**config.mk**
```make
export PLATFORM = sky130hd
export DESIGN_NAME = led_switch_link_watchdog_config
export DESIGN_NICKNAME = d
export VERILOG_FILES = /design/src/hw/led_cfg_pkg.sv /design/src/hw/led_switch_link_watchdog_config.sv /design/src/hw/link_watchdog_timer.sv
export SDC_FILE = /design/constraint.sdc
export NUM_CORES = 1
export LEC_CHECK = 0
export ABC_AREA = 1
export BUFFER_PORTS_ARGS = -buffer_cell sky130_fd_sc_hd__buf_4
export CAP_MARGIN = 20
export CORE_UTILIZATION = 49
export DETAILED_ROUTE_END_ITERATION = 7
export PLACE_DENSITY = 0.76
export SLEW_MARGIN = 40
export SYNTH_ARGS = -nofsm -noshare
export SYNTH_HDL_FRONTEND = slang
export SYNTH_HIERARCHICAL = 1
export SYNTH_SLANG_ARGS = --single-unit
```
**constraint.sdc**
```tcl
create_clock -name i_clk -period 13.5 [get_ports i_clk]
set_clock_uncertainty 0.2 [all_clocks]
set_input_delay 1.35 -clock i_clk [delete_from_list [all_inputs] [get_ports i_clk]]
set_output_delay 1.35 -clock i_clk [all_outputs]
set_load 0.01 [all_outputs]
```
**src/hw/led_cfg_pkg.sv**
```systemverilog
// Constants, types and decode helpers for the LED switch configuration bank.
// Assumes a 125 MHz system clock; all users reference names through the package scope.
`default_nettype none

package led_cfg_pkg;

  // ----------------------------------------------------------------
  // Widths
  // ----------------------------------------------------------------
  localparam int unsigned DATA_W = 13;
  localparam int unsigned ADDR_W = 8;
  localparam int unsigned SW_N   = 12;
  localparam int unsigned CID_W  = 6;
  localparam int unsigned SEL_W  = 4;
  localparam int unsigned TICK_W = 16;

  // ----------------------------------------------------------------
  // Register offsets
  // ----------------------------------------------------------------
  localparam logic [ADDR_W-1:0] ADDR_LINK_CFG  = 8'h07;
  localparam logic [ADDR_W-1:0] ADDR_FALLBACK  = 8'h08;
  localparam logic [ADDR_W-1:0] ADDR_OVERRIDE  = 8'h09;
  localparam logic [ADDR_W-1:0] ADDR_GROUP_A   = 8'h0A;
  localparam logic [ADDR_W-1:0] ADDR_GROUP_B   = 8'h0B;

  // ----------------------------------------------------------------
  // Field positions and reset values
  // ----------------------------------------------------------------
  localparam int unsigned SEL_LSB = 6;
  localparam int unsigned SEL_MSB = 9;
  localparam int unsigned CID_MSB = 5;
  localparam logic [CID_W-1:0] CID_RESET      = 6'h01;
  localparam logic [SEL_W-1:0] SEL_RESET      = 4'h0;
  localparam logic [SW_N-1:0]  FALLBACK_RESET = 12'h000;
  localparam logic [SW_N-1:0]  OVERRIDE_RESET = 12'h000;
  localparam logic [SW_N-1:0]  GROUP_RESET    = 12'h000;
  localparam logic [SEL_W-1:0] SEL_DISABLED   = 4'h0;
  localparam logic [SEL_W-1:0] GROUP_SEL_A    = 4'h1;
  localparam logic [SEL_W-1:0] GROUP_SEL_B    = 4'h2;

  // ----------------------------------------------------------------
  // Timing
  // ----------------------------------------------------------------
  localparam int unsigned CLK_MHZ     = 125;
  localparam int unsigned TICK_US     = 100;
  localparam int unsigned TICK_CYCLES = TICK_US * CLK_MHZ;

  // Timeout of each select code in microseconds.
  function automatic int unsigned timeout_us(input logic [SEL_W-1:0] code);
    int unsigned us;
    us = 0;
    unique case (code)
      4'h0: us = 0;
      4'h1: us = 200;
      4'h2: us = 500;
      4'h3: us = 1000;
      4'h4: us = 2000;
      4'h5: us = 5000;
      4'h6: us = 10000;
      4'h7: us = 20000;
      4'h8: us = 50000;
      4'h9: us = 100000;
      4'hA: us = 200000;
      4'hB: us = 500000;
      4'hC: us = 1000000;
      4'hD: us = 2000000;
      4'hE: us = 5000000;
      4'hF: us = 5000000;
    endcase
    return us;
  endfunction

  // Timeout expressed in prescaler ticks.
  function automatic logic [TICK_W-1:0] timeout_ticks(input logic [SEL_W-1:0] code);
    return TICK_W'(timeout_us(code) / TICK_US);
  endfunction

  // ----------------------------------------------------------------
  // Types
  // ----------------------------------------------------------------
  typedef enum logic [1:0] {
    WD_OFF  = 2'h0,
    WD_RUN  = 2'h1,
    WD_DONE = 2'h3
  } wd_state_type;

  typedef enum logic [1:0] {
    GRP_DUTY_A = 2'h0,
    GRP_DUTY_B = 2'h1,
    GRP_PHASE  = 2'h2,
    GRP_DIM    = 2'h3
  } grp_kind_type;

endpackage

`default_nettype wire

```
**src/hw/led_switch_link_watchdog_config.sv**
```systemverilog
// Configuration bank of a 12-switch LED bypass manager: link watchdog, cluster id,
// force-closed override and group membership, written by the command decoder.
// Assumes the command decoder and dimming engine share i_clk; fault inputs are asynchronous.
`default_nettype none

module led_switch_link_watchdog_config #(
  parameter int unsigned TICK_CYCLES = led_cfg_pkg::TICK_CYCLES
) (
  // Clock and reset
  input  wire logic                              i_clk,
  input  wire logic                              i_rst,
  // Register access from the command decoder
  input  wire logic                              i_reg_wr,
  input  wire logic                              i_reg_rd,
  input  wire logic [led_cfg_pkg::ADDR_W-1:0]    i_reg_addr,
  input  wire logic [led_cfg_pkg::DATA_W-1:0]    i_reg_wdata,
  output logic [led_cfg_pkg::DATA_W-1:0]         o_reg_rdata,
  output logic                                   o_reg_rvalid,
  // Link events
  input  wire logic                              i_cmd_valid,
  input  wire logic                              i_rx_timeout,
  input  wire logic                              i_cluster_call,
  input  wire logic [led_cfg_pkg::CID_W-1:0]     i_rx_cluster_id,
  output logic                                   o_cluster_accept,
  // Group transactions
  input  wire logic                              i_grp_wr,
  input  wire led_cfg_pkg::grp_kind_type         i_grp_kind,
  input  wire logic [led_cfg_pkg::SEL_W-1:0]     i_grp_select,
  output logic                                   o_grp_valid,
  output led_cfg_pkg::grp_kind_type              o_grp_kind,
  output logic [led_cfg_pkg::SW_N-1:0]           o_grp_target,
  // Switch control
  input  wire logic [led_cfg_pkg::SW_N-1:0]      i_sw_normal,
  output logic [led_cfg_pkg::SW_N-1:0]           o_sw_closed,
  // Fault reporting
  input  wire logic [led_cfg_pkg::SW_N-1:0]      i_open_raw,
  input  wire logic [led_cfg_pkg::SW_N-1:0]      i_short_raw,
  output logic [led_cfg_pkg::SW_N-1:0]           o_open_fault,
  output logic [led_cfg_pkg::SW_N-1:0]           o_short_fault,
  // Status
  output logic                                   o_link_timeout,
  output logic                                   o_fault_n
);

  // ----------------------------------------------------------------
  // Declarations
  // ----------------------------------------------------------------
  logic [led_cfg_pkg::SEL_W-1:0]  link_timeout_select;
  logic [led_cfg_pkg::SEL_W-1:0]  next_link_timeout_select;
  logic [led_cfg_pkg::CID_W-1:0]  cluster_identifier;
  logic [led_cfg_pkg::CID_W-1:0]  next_cluster_identifier;
  logic [led_cfg_pkg::SW_N-1:0]   fallback_switch_state;
  logic [led_cfg_pkg::SW_N-1:0]   next_fallback_switch_state;
  logic [led_cfg_pkg::SW_N-1:0]   force_closed_override;
  logic [led_cfg_pkg::SW_N-1:0]   next_force_closed_override;
  logic [led_cfg_pkg::SW_N-1:0]   group_a_members;
  logic [led_cfg_pkg::SW_N-1:0]   next_group_a_members;
  logic [led_cfg_pkg::SW_N-1:0]   group_b_members;
  logic [led_cfg_pkg::SW_N-1:0]   next_group_b_members;
  logic [led_cfg_pkg::DATA_W-1:0] next_reg_rdata;
  logic                           next_reg_rvalid;
  logic                           next_link_timeout;
  logic                           next_cluster_accept;
  logic                           next_grp_valid;
  led_cfg_pkg::grp_kind_type      next_grp_kind;
  logic [led_cfg_pkg::SW_N-1:0]   next_grp_target;
  logic [led_cfg_pkg::SW_N-1:0]   next_sw_closed;
  logic [led_cfg_pkg::SW_N-1:0]   next_open_fault;
  logic [led_cfg_pkg::SW_N-1:0]   next_short_fault;
  logic [led_cfg_pkg::SW_N-1:0]   open_meta;
  logic [led_cfg_pkg::SW_N-1:0]   open_sync;
  logic [led_cfg_pkg::SW_N-1:0]   short_meta;
  logic [led_cfg_pkg::SW_N-1:0]   short_sync;
  logic                           wd_expired;
  logic                           wd_restart;

  // Matches an address against one register offset.
  function automatic logic hit(input logic [led_cfg_pkg::ADDR_W-1:0] addr,
                               input logic [led_cfg_pkg::ADDR_W-1:0] offset);
    return addr == offset;
  endfunction

  // ----------------------------------------------------------------
  // Register file
  // ----------------------------------------------------------------
  always_comb
  begin
    next_link_timeout_select   = link_timeout_select;
    next_cluster_identifier    = cluster_identifier;
    next_fallback_switch_state = fallback_switch_state;
    next_force_closed_override = force_closed_override;
    next_group_a_members       = group_a_members;
    next_group_b_members       = group_b_members;
    if (i_reg_wr && hit(i_reg_addr, led_cfg_pkg::ADDR_LINK_CFG))
    begin
      next_link_timeout_select = i_reg_wdata[led_cfg_pkg::SEL_MSB:led_cfg_pkg::SEL_LSB];
      next_cluster_identifier  = i_reg_wdata[led_cfg_pkg::CID_MSB:0];
    end
    if (i_reg_wr && hit(i_reg_addr, led_cfg_pkg::ADDR_FALLBACK))
    begin
      next_fallback_switch_state = i_reg_wdata[led_cfg_pkg::SW_N-1:0];
    end
    if (i_reg_wr && hit(i_reg_addr, led_cfg_pkg::ADDR_OVERRIDE))
    begin
      next_force_closed_override = i_reg_wdata[led_cfg_pkg::SW_N-1:0];
    end
    if (i_reg_wr && hit(i_reg_addr, led_cfg_pkg::ADDR_GROUP_A))
    begin
      next_group_a_members = i_reg_wdata[led_cfg_pkg::SW_N-1:0];
    end
    if (i_reg_wr && hit(i_reg_addr, led_cfg_pkg::ADDR_GROUP_B))
    begin
      next_group_b_members = i_reg_wdata[led_cfg_pkg::SW_N-1:0];
    end
    next_reg_rvalid = i_reg_rd;
    next_reg_rdata  = '0;
    if (i_reg_rd)
    begin
      if (hit(i_reg_addr, led_cfg_pkg::ADDR_LINK_CFG))
      begin
        next_reg_rdata = {3'h0, link_timeout_select, cluster_identifier};
      end
      else if (hit(i_reg_addr, led_cfg_pkg::ADDR_FALLBACK))
      begin
        next_reg_rdata = {1'b0, fallback_switch_state};
      end
      else if (hit(i_reg_addr, led_cfg_pkg::ADDR_OVERRIDE))
      begin
        next_reg_rdata = {1'b0, force_closed_override};
      end
      else if (hit(i_reg_addr, led_cfg_pkg::ADDR_GROUP_A))
      begin
        next_reg_rdata = {1'b0, group_a_members};
      end
      else if (hit(i_reg_addr, led_cfg_pkg::ADDR_GROUP_B))
      begin
        next_reg_rdata = {1'b0, group_b_members};
      end
    end
  end

  always_ff @(posedge i_clk)
  begin
    if (i_rst)
    begin
      link_timeout_select   <= led_cfg_pkg::SEL_RESET;
      cluster_identifier    <= led_cfg_pkg::CID_RESET;
      fallback_switch_state <= led_cfg_pkg::FALLBACK_RESET;
      force_closed_override <= led_cfg_pkg::OVERRIDE_RESET;
      group_a_members       <= led_cfg_pkg::GROUP_RESET;
      group_b_members       <= led_cfg_pkg::GROUP_RESET;
      o_reg_rdata           <= '0;
      o_reg_rvalid          <= 1'b0;
    end
    else
    begin
      link_timeout_select   <= next_link_timeout_select;
      cluster_identifier    <= next_cluster_identifier;
      fallback_switch_state <= next_fallback_switch_state;
      force_closed_override <= next_force_closed_override;
      group_a_members       <= next_group_a_members;
      group_b_members       <= next_group_b_members;
      o_reg_rdata           <= next_reg_rdata;
      o_reg_rvalid          <= next_reg_rvalid;
    end
  end

  // ----------------------------------------------------------------
  // Link watchdog
  // ----------------------------------------------------------------
  // A write to the link register also restarts, so a new duration counts from zero.
  assign wd_restart = i_cmd_valid | (i_reg_wr & hit(i_reg_addr, led_cfg_pkg::ADDR_LINK_CFG));

  link_watchdog_timer #(
    .TICK_CYCLES (TICK_CYCLES)
  ) u_timer (
    .i_clk     (i_clk),
    .i_rst     (i_rst),
    .i_select  (link_timeout_select),
    .i_restart (wd_restart),
    .o_expired (wd_expired)
  );

  // Expiry wins over a command in the same cycle; a later command clears the flag.
  always_comb
  begin
    next_link_timeout = o_link_timeout;
    if (wd_expired)
    begin
      next_link_timeout = 1'b1;
    end
    else if (i_cmd_valid)
    begin
      next_link_timeout = 1'b0;
    end
  end

  always_ff @(posedge i_clk)
  begin
    if (i_rst)
    begin
      o_link_timeout <= 1'b0;
      o_fault_n      <= 1'b1;
    end
    else
    begin
      o_link_timeout <= next_link_timeout;
      o_fault_n      <= ~next_link_timeout;
    end
  end

  // ----------------------------------------------------------------
  // Cluster call and group routing
  // ----------------------------------------------------------------
  always_comb
  begin
    next_cluster_accept = i_cluster_call && (i_rx_cluster_id == cluster_identifier);
    next_grp_valid      = i_grp_wr;
    next_grp_kind       = i_grp_kind;
    next_grp_target     = '0;
    if (i_grp_wr)
    begin
      unique case (i_grp_kind)
        led_cfg_pkg::GRP_DUTY_A: next_grp_target = group_a_members;
        led_cfg_pkg::GRP_DUTY_B: next_grp_target = group_b_members;
        led_cfg_pkg::GRP_PHASE, led_cfg_pkg::GRP_DIM:
        begin
          if (i_grp_select == led_cfg_pkg::GROUP_SEL_A)
          begin
            next_grp_target = group_a_members;
          end
          else if (i_grp_select == led_cfg_pkg::GROUP_SEL_B)
          begin
            next_grp_target = group_b_members;
          end
        end
      endcase
    end
  end

  always_ff @(posedge i_clk)
  begin
    if (i_rst)
    begin
      o_cluster_accept <= 1'b0;
      o_grp_valid      <= 1'b0;
      o_grp_kind       <= led_cfg_pkg::GRP_DUTY_A;
      o_grp_target     <= '0;
    end
    else
    begin
      o_cluster_accept <= next_cluster_accept;
      o_grp_valid      <= next_grp_valid;
      o_grp_kind       <= next_grp_kind;
      o_grp_target     <= next_grp_target;
    end
  end

  // ----------------------------------------------------------------
  // Switch drive and fault gating
  // ----------------------------------------------------------------
  always_ff @(posedge i_clk)
  begin
    open_meta  <= i_open_raw;
    open_sync  <= open_meta;
    short_meta <= i_short_raw;
    short_sync <= short_meta;
  end

  // Override has the last word, so a forced switch stays closed even in fallback.
  always_comb
  begin
    next_sw_closed = i_sw_normal;
    if (o_link_timeout || i_rx_timeout)
    begin
      next_sw_closed = fallback_switch_state;
    end
    next_sw_closed   = next_sw_closed | force_closed_override;
    next_open_fault  = open_sync & ~next_sw_closed;
    next_short_fault = short_sync & ~next_sw_closed;
  end

  always_ff @(posedge i_clk)
  begin
    if (i_rst)
    begin
      o_sw_closed   <= '0;
      o_open_fault  <= '0;
      o_short_fault <= '0;
    end
    else
    begin
      o_sw_closed   <= next_sw_closed;
      o_open_fault  <= next_open_fault;
      o_short_fault <= next_short_fault;
    end
  end
endmodule

`default_nettype wire

```
**src/hw/link_watchdog_timer.sv**
```systemverilog
// Link watchdog counter: a prescaler of fixed ticks and a tick counter per timeout code.
// Assumes restart and select come from logic on the same clock.
`default_nettype none

module link_watchdog_timer #(
  parameter int unsigned TICK_CYCLES = led_cfg_pkg::TICK_CYCLES,
  parameter int unsigned PRESC_W     = 24
) (
  // Clock and reset
  input  wire logic                           i_clk,
  input  wire logic                           i_rst,
  // Control
  input  wire logic [led_cfg_pkg::SEL_W-1:0]  i_select,
  input  wire logic                           i_restart,
  // Result
  output logic                                o_expired
);

  led_cfg_pkg::wd_state_type         state;
  led_cfg_pkg::wd_state_type         next_state;
  logic [PRESC_W-1:0]                presc;
  logic [PRESC_W-1:0]                next_presc;
  logic [led_cfg_pkg::TICK_W-1:0]    ticks;
  logic [led_cfg_pkg::TICK_W-1:0]    next_ticks;
  logic                              next_expired;
  logic [led_cfg_pkg::TICK_W-1:0]    limit;

  assign limit = led_cfg_pkg::timeout_ticks(i_select);

  // ----------------------------------------------------------------
  // Counting
  // ----------------------------------------------------------------
  always_comb
  begin
    next_state   = state;
    next_presc   = presc;
    next_ticks   = ticks;
    next_expired = 1'b0;
    if (i_select == led_cfg_pkg::SEL_DISABLED)
    begin
      next_state = led_cfg_pkg::WD_OFF;
      next_presc = '0;
      next_ticks = '0;
    end
    else if (i_restart)
    begin
      next_state = led_cfg_pkg::WD_RUN;
      next_presc = '0;
      next_ticks = '0;
    end
    else
    begin
      unique case (state)
        led_cfg_pkg::WD_OFF:
        begin
          next_state = led_cfg_pkg::WD_RUN;
        end
        led_cfg_pkg::WD_RUN:
        begin
          if (presc == PRESC_W'(TICK_CYCLES - 1))
          begin
            next_presc = '0;
            if (ticks + 1'b1 >= limit)
            begin
              next_state   = led_cfg_pkg::WD_DONE;
              next_expired = 1'b1;
            end
            else
            begin
              next_ticks = ticks + 1'b1;
            end
          end
          else
          begin
            next_presc = presc + 1'b1;
          end
        end
        led_cfg_pkg::WD_DONE:
        begin
          next_state = led_cfg_pkg::WD_DONE;
        end
        default:
        begin
          next_state = led_cfg_pkg::WD_OFF;
        end
      endcase
    end
  end

  always_ff @(posedge i_clk)
  begin
    if (i_rst)
    begin
      state     <= led_cfg_pkg::WD_OFF;
      presc     <= '0;
      ticks     <= '0;
      o_expired <= 1'b0;
    end
    else
    begin
      state     <= next_state;
      presc     <= next_presc;
      ticks     <= next_ticks;
      o_expired <= next_expired;
    end
  end

endmodule

`default_nettype wire
```
; After elaboration in Yosys (flattened, before gate mapping)
; Memories as Yosys holds them, arrays and structs flattened. A register that Yosys moved wholly into a read port is not among the register bits.
; Cells that the tools add are included.
[totals]
out_inout_bits = 68
in_bits = 77
ff_bits = 217
wordCells = 103
mem_bits_ro = 320
n_memories = 1
[classes]
mux = 19
n_reduce_logical = 21
magnitude_cmp = 1
add_sub_neg = 2
n_bitwise = 12
div_mod_pow = 1
n_eq_ne = 18
[memory_table]
columns = name, words, word_bits, rd, rd_clocked_by_memory_dff, wr, line
row1 = (name not given), 16, 20, 1, 1, 0, led_cfg_pkg.sv:52  ; unique case (code)
[op_table]
columns = op, n
row1 = 2-to-1 mux 12 bit, 7
row2 = case mux 12 bit (3 select lines), 1
row3 = "divider 32 x 7 -> 32 bit, second input constant", 1
row4 = "== test 8 x 4 -> 1 bit, second input constant", 4
row5 = "adder 24 x 1 -> 24 bit, second input constant", 1
row6 = AND 12 bit, 2
row7 = "== test 24 x 14 -> 1 bit, second input constant", 1
row8 = 2-to-1 mux 24 bit, 1
row9 = "adder 16 x 1 -> 16 bit, second input constant", 1
row10 = >= comparator 16 bit, 1
row11 = inverter 12 bit, 1
row12 = bitwise OR 12 bit, 1
row13 = 2-to-1 mux 10 bit, 1
row14 = "== test 8 x 3 -> 1 bit, second input constant", 1
row15 = 2-to-1 mux 4 bit, 2
row16 = OR reduction 2 bit, 4
row17 = "== test 2 bit, second input constant", 3
row18 = == test 6 bit, 1
row19 = logical AND 1 bit, 6
row20 = "inequality test 3 x 1 -> 1 bit, second input constant", 2
row21 = inverter 1 bit, 6
row22 = case mux 2 bit (3 select lines), 1
row23 = OR reduction 3 bit, 2
row24 = OR reduction 6 bit, 1
row25 = 14 further kinds, 22

; Depth between registers and ports, before layout
[depth]
word_depth = 6
mapped_depth = 97
ltp_nobuf = 96

; By module
; Netlist, hierarchy kept.
[modules_own_cells]
columns = module, instances, seq_area_each_um2, cells_each, area_per_inst_um2
row1 = led_switch_link_watchdog_config, 1, 3463.3, 703, 5883.1
row2 = link_watchdog_timer, 1, 860.8, 898, 5492.8

; Worst setup path before layout
; Ideal clock, no wire load.
[synth_timing]
path_type = register -> register
from = reg link_timeout_select[1] in the netlist's numbering
to = reg u_timer/ticks[2] in the netlist's numbering
setup_time_ns = 0.116
period_less_slack_ns = 9.490
path_buffers = 1
t_required_ns = 13.184
arrival_time_ns = 9.174
slack_ns = 4.010
stages_incl_launch_ff = 86
path_cell_list = dfxtp_1 > inv_1 > ha_1 > or2_1 > nand2_1 > nand2_2 > nor2_1 > nand2_1 > nor2_2 > nand3_2 > nand2_4 > nand2_2 > nand2_4 > nand2_2 > o21ai_1 > nand2_1 > a21oi_2 > nand3_2 > (+50 left out) > ha_1 > inv_1 > a21boi_0 > o21a_1 > o21a_1 > o21ai_0 > nand2_1 > a21oi_1 > o21bai_1 > a21oi_1 > nor3_1 > a2111oi_0 > o221ai_1 > nor2_1 > inv_1 > clkbuf_1 > o21ai_0 > nor2_1
[synth_lines]
columns = item, line
row1 = from (decl), led_switch_link_watchdog_config.sv:48  ; logic [led_cfg_pkg::SEL_W-1:0] link_timeout_select;
row2 = from (signal assigned), led_switch_link_watchdog_config.sv:146  ; link_timeout_select <= led_cfg_pkg::SEL_RESET;
row3 = from (signal assigned), led_switch_link_watchdog_config.sv:157  ; link_timeout_select <= next_link_timeout_select;
row4 = to (signal assigned), link_watchdog_timer.sv:103  ; ticks <= next_ticks;
row5 = to (decl), link_watchdog_timer.sv:23  ; logic [led_cfg_pkg::TICK_W-1:0] ticks;

==> impl_metrics.env <==
export IMPL_areaGrowthSynthToFinish_pct=17.9
export IMPL_timing_final_crit_share_pct=82.7
export IMPL_total_wirelength_of_the_detailed_routed_design_mm=28.6
export IMPL_count_of_state_elements_after_synthesis=216
export IMPL_ys_types=55
export IMPL_buffer_ports_inserted=142
export IMPL_final_period_minus_worst_setup_slack_ps=11170
export IMPL_numCtsBuffers=23
export IMPL_ys_dominant_reg_cell="dfxtp_1"
export IMPL_insertedDiodeCount=0
export IMPL_cts_sink_count=216
export IMPL_yosys_warnings=6
export IMPL_design_die_area_sq_um=23800
export IMPL_core_area_sq_um=22700
export IMPL_synth_sequential_area_ratio_pct=38.0
export IMPL_worstSkewPairLatency_ps=530
export IMPL_cp_data_arrival_time_ps=11360
export IMPL_cts_root_buf="clkbuf_16"
export IMPL_floorplan_rows=55
export IMPL_category_of_the_worst_setup_path_capture_point="register"
export IMPL_dieWidth_um=154
export IMPL_cp_slowest_cell="dfxtp_1"
export IMPL_number_of_enable_type_register_cells_in_the_synthesized_netlist=0
export IMPL_report_final_slew_viol_count=0
export IMPL_drv_max_cap_violation_count=0
export IMPL_drive_gt1_share_pct=19.8
export IMPL_hold_path_class="register to register"
export IMPL_async_reset_ff_share_pct=0
export IMPL_avgSynthCellArea_sq_um=7.11
export IMPL_cellLeakagePower_uw=0.00628
export IMPL_worstMarginPinSlew_ps=797
export IMPL_power_per_cell_area_nw_per_um2=103
export IMPL_run_status="complete, no violations"
export IMPL_layout_nets=1838
export IMPL_placed_area_sq_um=12600
export IMPL_design_area_sq_um=13400
export IMPL_max_freq_mhz=89.5
export IMPL_vias_in_the_first_global_route=9867
export IMPL_mappedNetlistNets=1705
export IMPL_timing_setup_critical_path_class="register to register"
export IMPL_floorplan_initialDensity_pct=50.1
export IMPL_timing_critical_path_slowest_cell_delay_ps=840
export IMPL_ioPinCount=145
export IMPL_grt_total_usage_pct=23.9
export IMPL_grt_max_degree=65
export IMPL_vdd_ir_drop_max_v=0.000119
export IMPL_setup_tns_final_ps=0
export IMPL_grt_remaining_overflow=0
export IMPL_cp_data_required_time_ps=13690
export IMPL_cts_repair_resized=0
export IMPL_most_numerous_cell_on_the_critical_path="nand2_2"
export IMPL_detail_route_drc_violations=0
export IMPL_layout_filler_cells=2101
export IMPL_finalHoldViolCount=0
export IMPL_syn_instance_count=1601
export IMPL_place_detailed_hpwl_mm=21.5
export IMPL_violation_count_after_the_first_detailed_routing_iteration=719
export IMPL_wl_per_cell_um=14.0
export IMPL_setup_violations_final=0
export IMPL_cts_post_setup_buffers_inserted=0
export IMPL_routed_via_density=5.22
export IMPL_cts_path_max_buffers=3
export IMPL_mappedNetlistArea_sq_um=11400
export IMPL_post_cts_hold_buffer_count=0
export IMPL_tritoncts="yes"
export IMPL_grt_pass1_wl_mm=46.9
export IMPL_cts_htree_levels=1
export IMPL_routed_via_count=10600
export IMPL_global_placer_s_final_weighted_congestion=0.901
export IMPL_die_span_y_um=154
export IMPL_remaining_number_of_nets_flagged_by_the_antenna_check_after_routing=0
export IMPL_rsz0062_at_grt="false"
export IMPL_path_clk_slew_ps=60
export IMPL_firstDrtPassIters=6
export IMPL_relSlewSlack_pct=46.8
export IMPL_setup_worst_path_start_class="register"
export IMPL_grt_antenna_before_repair=0
export IMPL_timing_critical_path_fanout_max=20
==> routing by layer <==
layer | up-vias | track usage, % | share of wire, %
met4 | 0 | 7.83 | 2.9
met1 | 4815 | 29.5 | 43
li1 | 5433 | - | -
met3 | 55 | 5.24 | 7.0
met2 | 329 | 41.2 | 48
met5 | - | 0 | 0
==> cell families after synthesis <==
family	share of synthesized area, %
xor gates and xnor gates	1.85
adders and majority gates	2.97
other	0.0330
buffers and inverters	9.27
AOI/OAI and AO/OA	11.3
DFF	38.0
and+or+nand+nor	36.6
==> metrics by stage <==
stage / setup WS, ps / total power [uW] / instances / utilization [%] / hold slack [ps]
floorplan: 4010 / 702 / 1601 / - / 110
CTS: 2300 / 1390 / 2035 / 59.0 / 126
global route: 1010 / 1420 / 2035 / 59.1 / 130
finish: 2330 / 1380 / 2035 / 59.1 / 127
global placement: 2560 / 741 / 1994 / 55.6 / 110
detailed placement: 2300 / 742 / 1994 / 55.6 / 112
==> cells in the final DEF, fill, tap and decap left out, types with 5 or more instances in the layout <==
master | synthesis | final
nand4_1 | 41 | 41
o21ai_1 | 26 | 26
nand3_2 | 14 | 15
o21ai_0 | 54 | 54
clkbuf_16 | 0 | 23
xor2_1 | 18 | 18
inv_1 | 187 | 187
nor4_1 | 7 | 7
clkinv_1 | 7 | 7
nand2_4 | 23 | 23
a21oi_1 | 97 | 96
nor2_4 | 7 | 7
nand2_1 | 346 | 346
nand3_1 | 144 | 143
nand2_2 | 50 | 50
a211oi_1 | 13 | 13
clkbuf_1 | 21 | 5
clkbuf_8 | 0 | 6
nor2_8 | 5 | 5
nor3_1 | 13 | 13
o21a_1 | 8 | 8
xnor2_1 | 6 | 6
nor2_1 | 168 | 167
nand4_2 | 5 | 5
dfxtp_1 | 216 | 216
ha_1 | 27 | 27
nor2_2 | 12 | 13
o21bai_1 | 5 | 5
inv_2 | 25 | 25
buf_4 | 4 | 148
==> cells in the mapped netlist (2+ instances only) <==
master	instances	area [sq um]
a211oi_1	13	97.6
a21oi_1	97	485
a221oi_1	2	17.5
a31oi_1	2	12.5
buf_2	8	40.0
buf_4	4	30.0
buf_6	6	67.6
clkbuf_1	21	78.8
clkinv_1	7	26.3
dfxtp_1	216	4320
ha_1	27	338
inv_1	187	702
inv_2	25	93.8
inv_4	2	12.5
nand2_1	346	1300
nand2_2	50	313
nand2_4	23	259
nand3_1	144	721
nand3_2	14	140
nand3_4	3	52.6
nand4_1	41	257
nand4_2	5	62.6
nor2_1	168	631
nor2_2	12	75.1
nor2_4	7	78.8
nor2_8	5	100
nor3_1	13	65.1
nor4_1	7	43.8
o211ai_1	4	30.0
o21a_1	8	60.1
o21ai_0	54	270
o21ai_1	26	130
o21ai_2	3	26.3
o21bai_1	5	37.5
or2_2	4	25.0
xnor2_1	6	52.6
xor2_1	18	158
==> final cells by class <==
cell class / count / area (sq um) / share of cell area [%]
clock inverters: 7 / 104 / 0.774
clock buffers: 34 / 677 / 5.05
well taps: 285 / 357 / 2.66
repair buffers: 148 / 1110 / 8.28
multi-input cells: 1124 / 6010 / 44.8
inverters: 221 / 835 / 6.22
flip-flops and latches: 216 / 4320 / 32.2
==> state kept, by name, summed over array words and instances, names as in the netlist, 2 cells and up <==
name / cells
open_sync: 12
o_reg_rdata: 12
cluster_identifier: 6
u_timer/state: 2
o_grp_kind: 2
o_sw_closed: 12
o_open_fault: 12
u_timer/ticks: 16
o_grp_target: 12
fallback_switch_state: 12
short_meta: 12
short_sync: 12
u_timer/presc: 24
group_b_members: 12
open_meta: 12
force_closed_override: 12
group_a_members: 12
link_timeout_select: 4
o_short_fault: 12
==> worst max-delay path: cells and delay by family (launching register included) <==
| family | cells | cell delay, ps |
|---|---|---|
| compound gates | 17 | 2950 |
| fa+ha+maj | 1 | 270 |
| buf+inv | 8 | 990 |
| flops | 1 | 840 |
| simple gates | 55 | 5750 |
==> path summary, 6_finish.rpt <==
| path | start | endpoint | slack [ps] | cells past startpoint |
|---|---|---|---|---|
| setup / recovery | link_timeout_select[3] | u_timer/ticks[9] | 2330 | 81 |
| hold / removal | open_meta[7] | open_sync[7] | 130 | 0 |
| setup reg to reg | link_timeout_select[3] | u_timer/ticks[9] | 2330 | 81 |
| hold reg to reg | open_meta[7] | open_sync[7] | 130 | 0 |
==> where the power goes <==
| group | internal [uW] | switching (uW) |
|---|---|---|
| clock network | 387 | 260 |
| registers | 652 | 3.91 |
| logic | 31.0 | 42.5 |
Note: power is estimated with default switching activity, not from simulation.
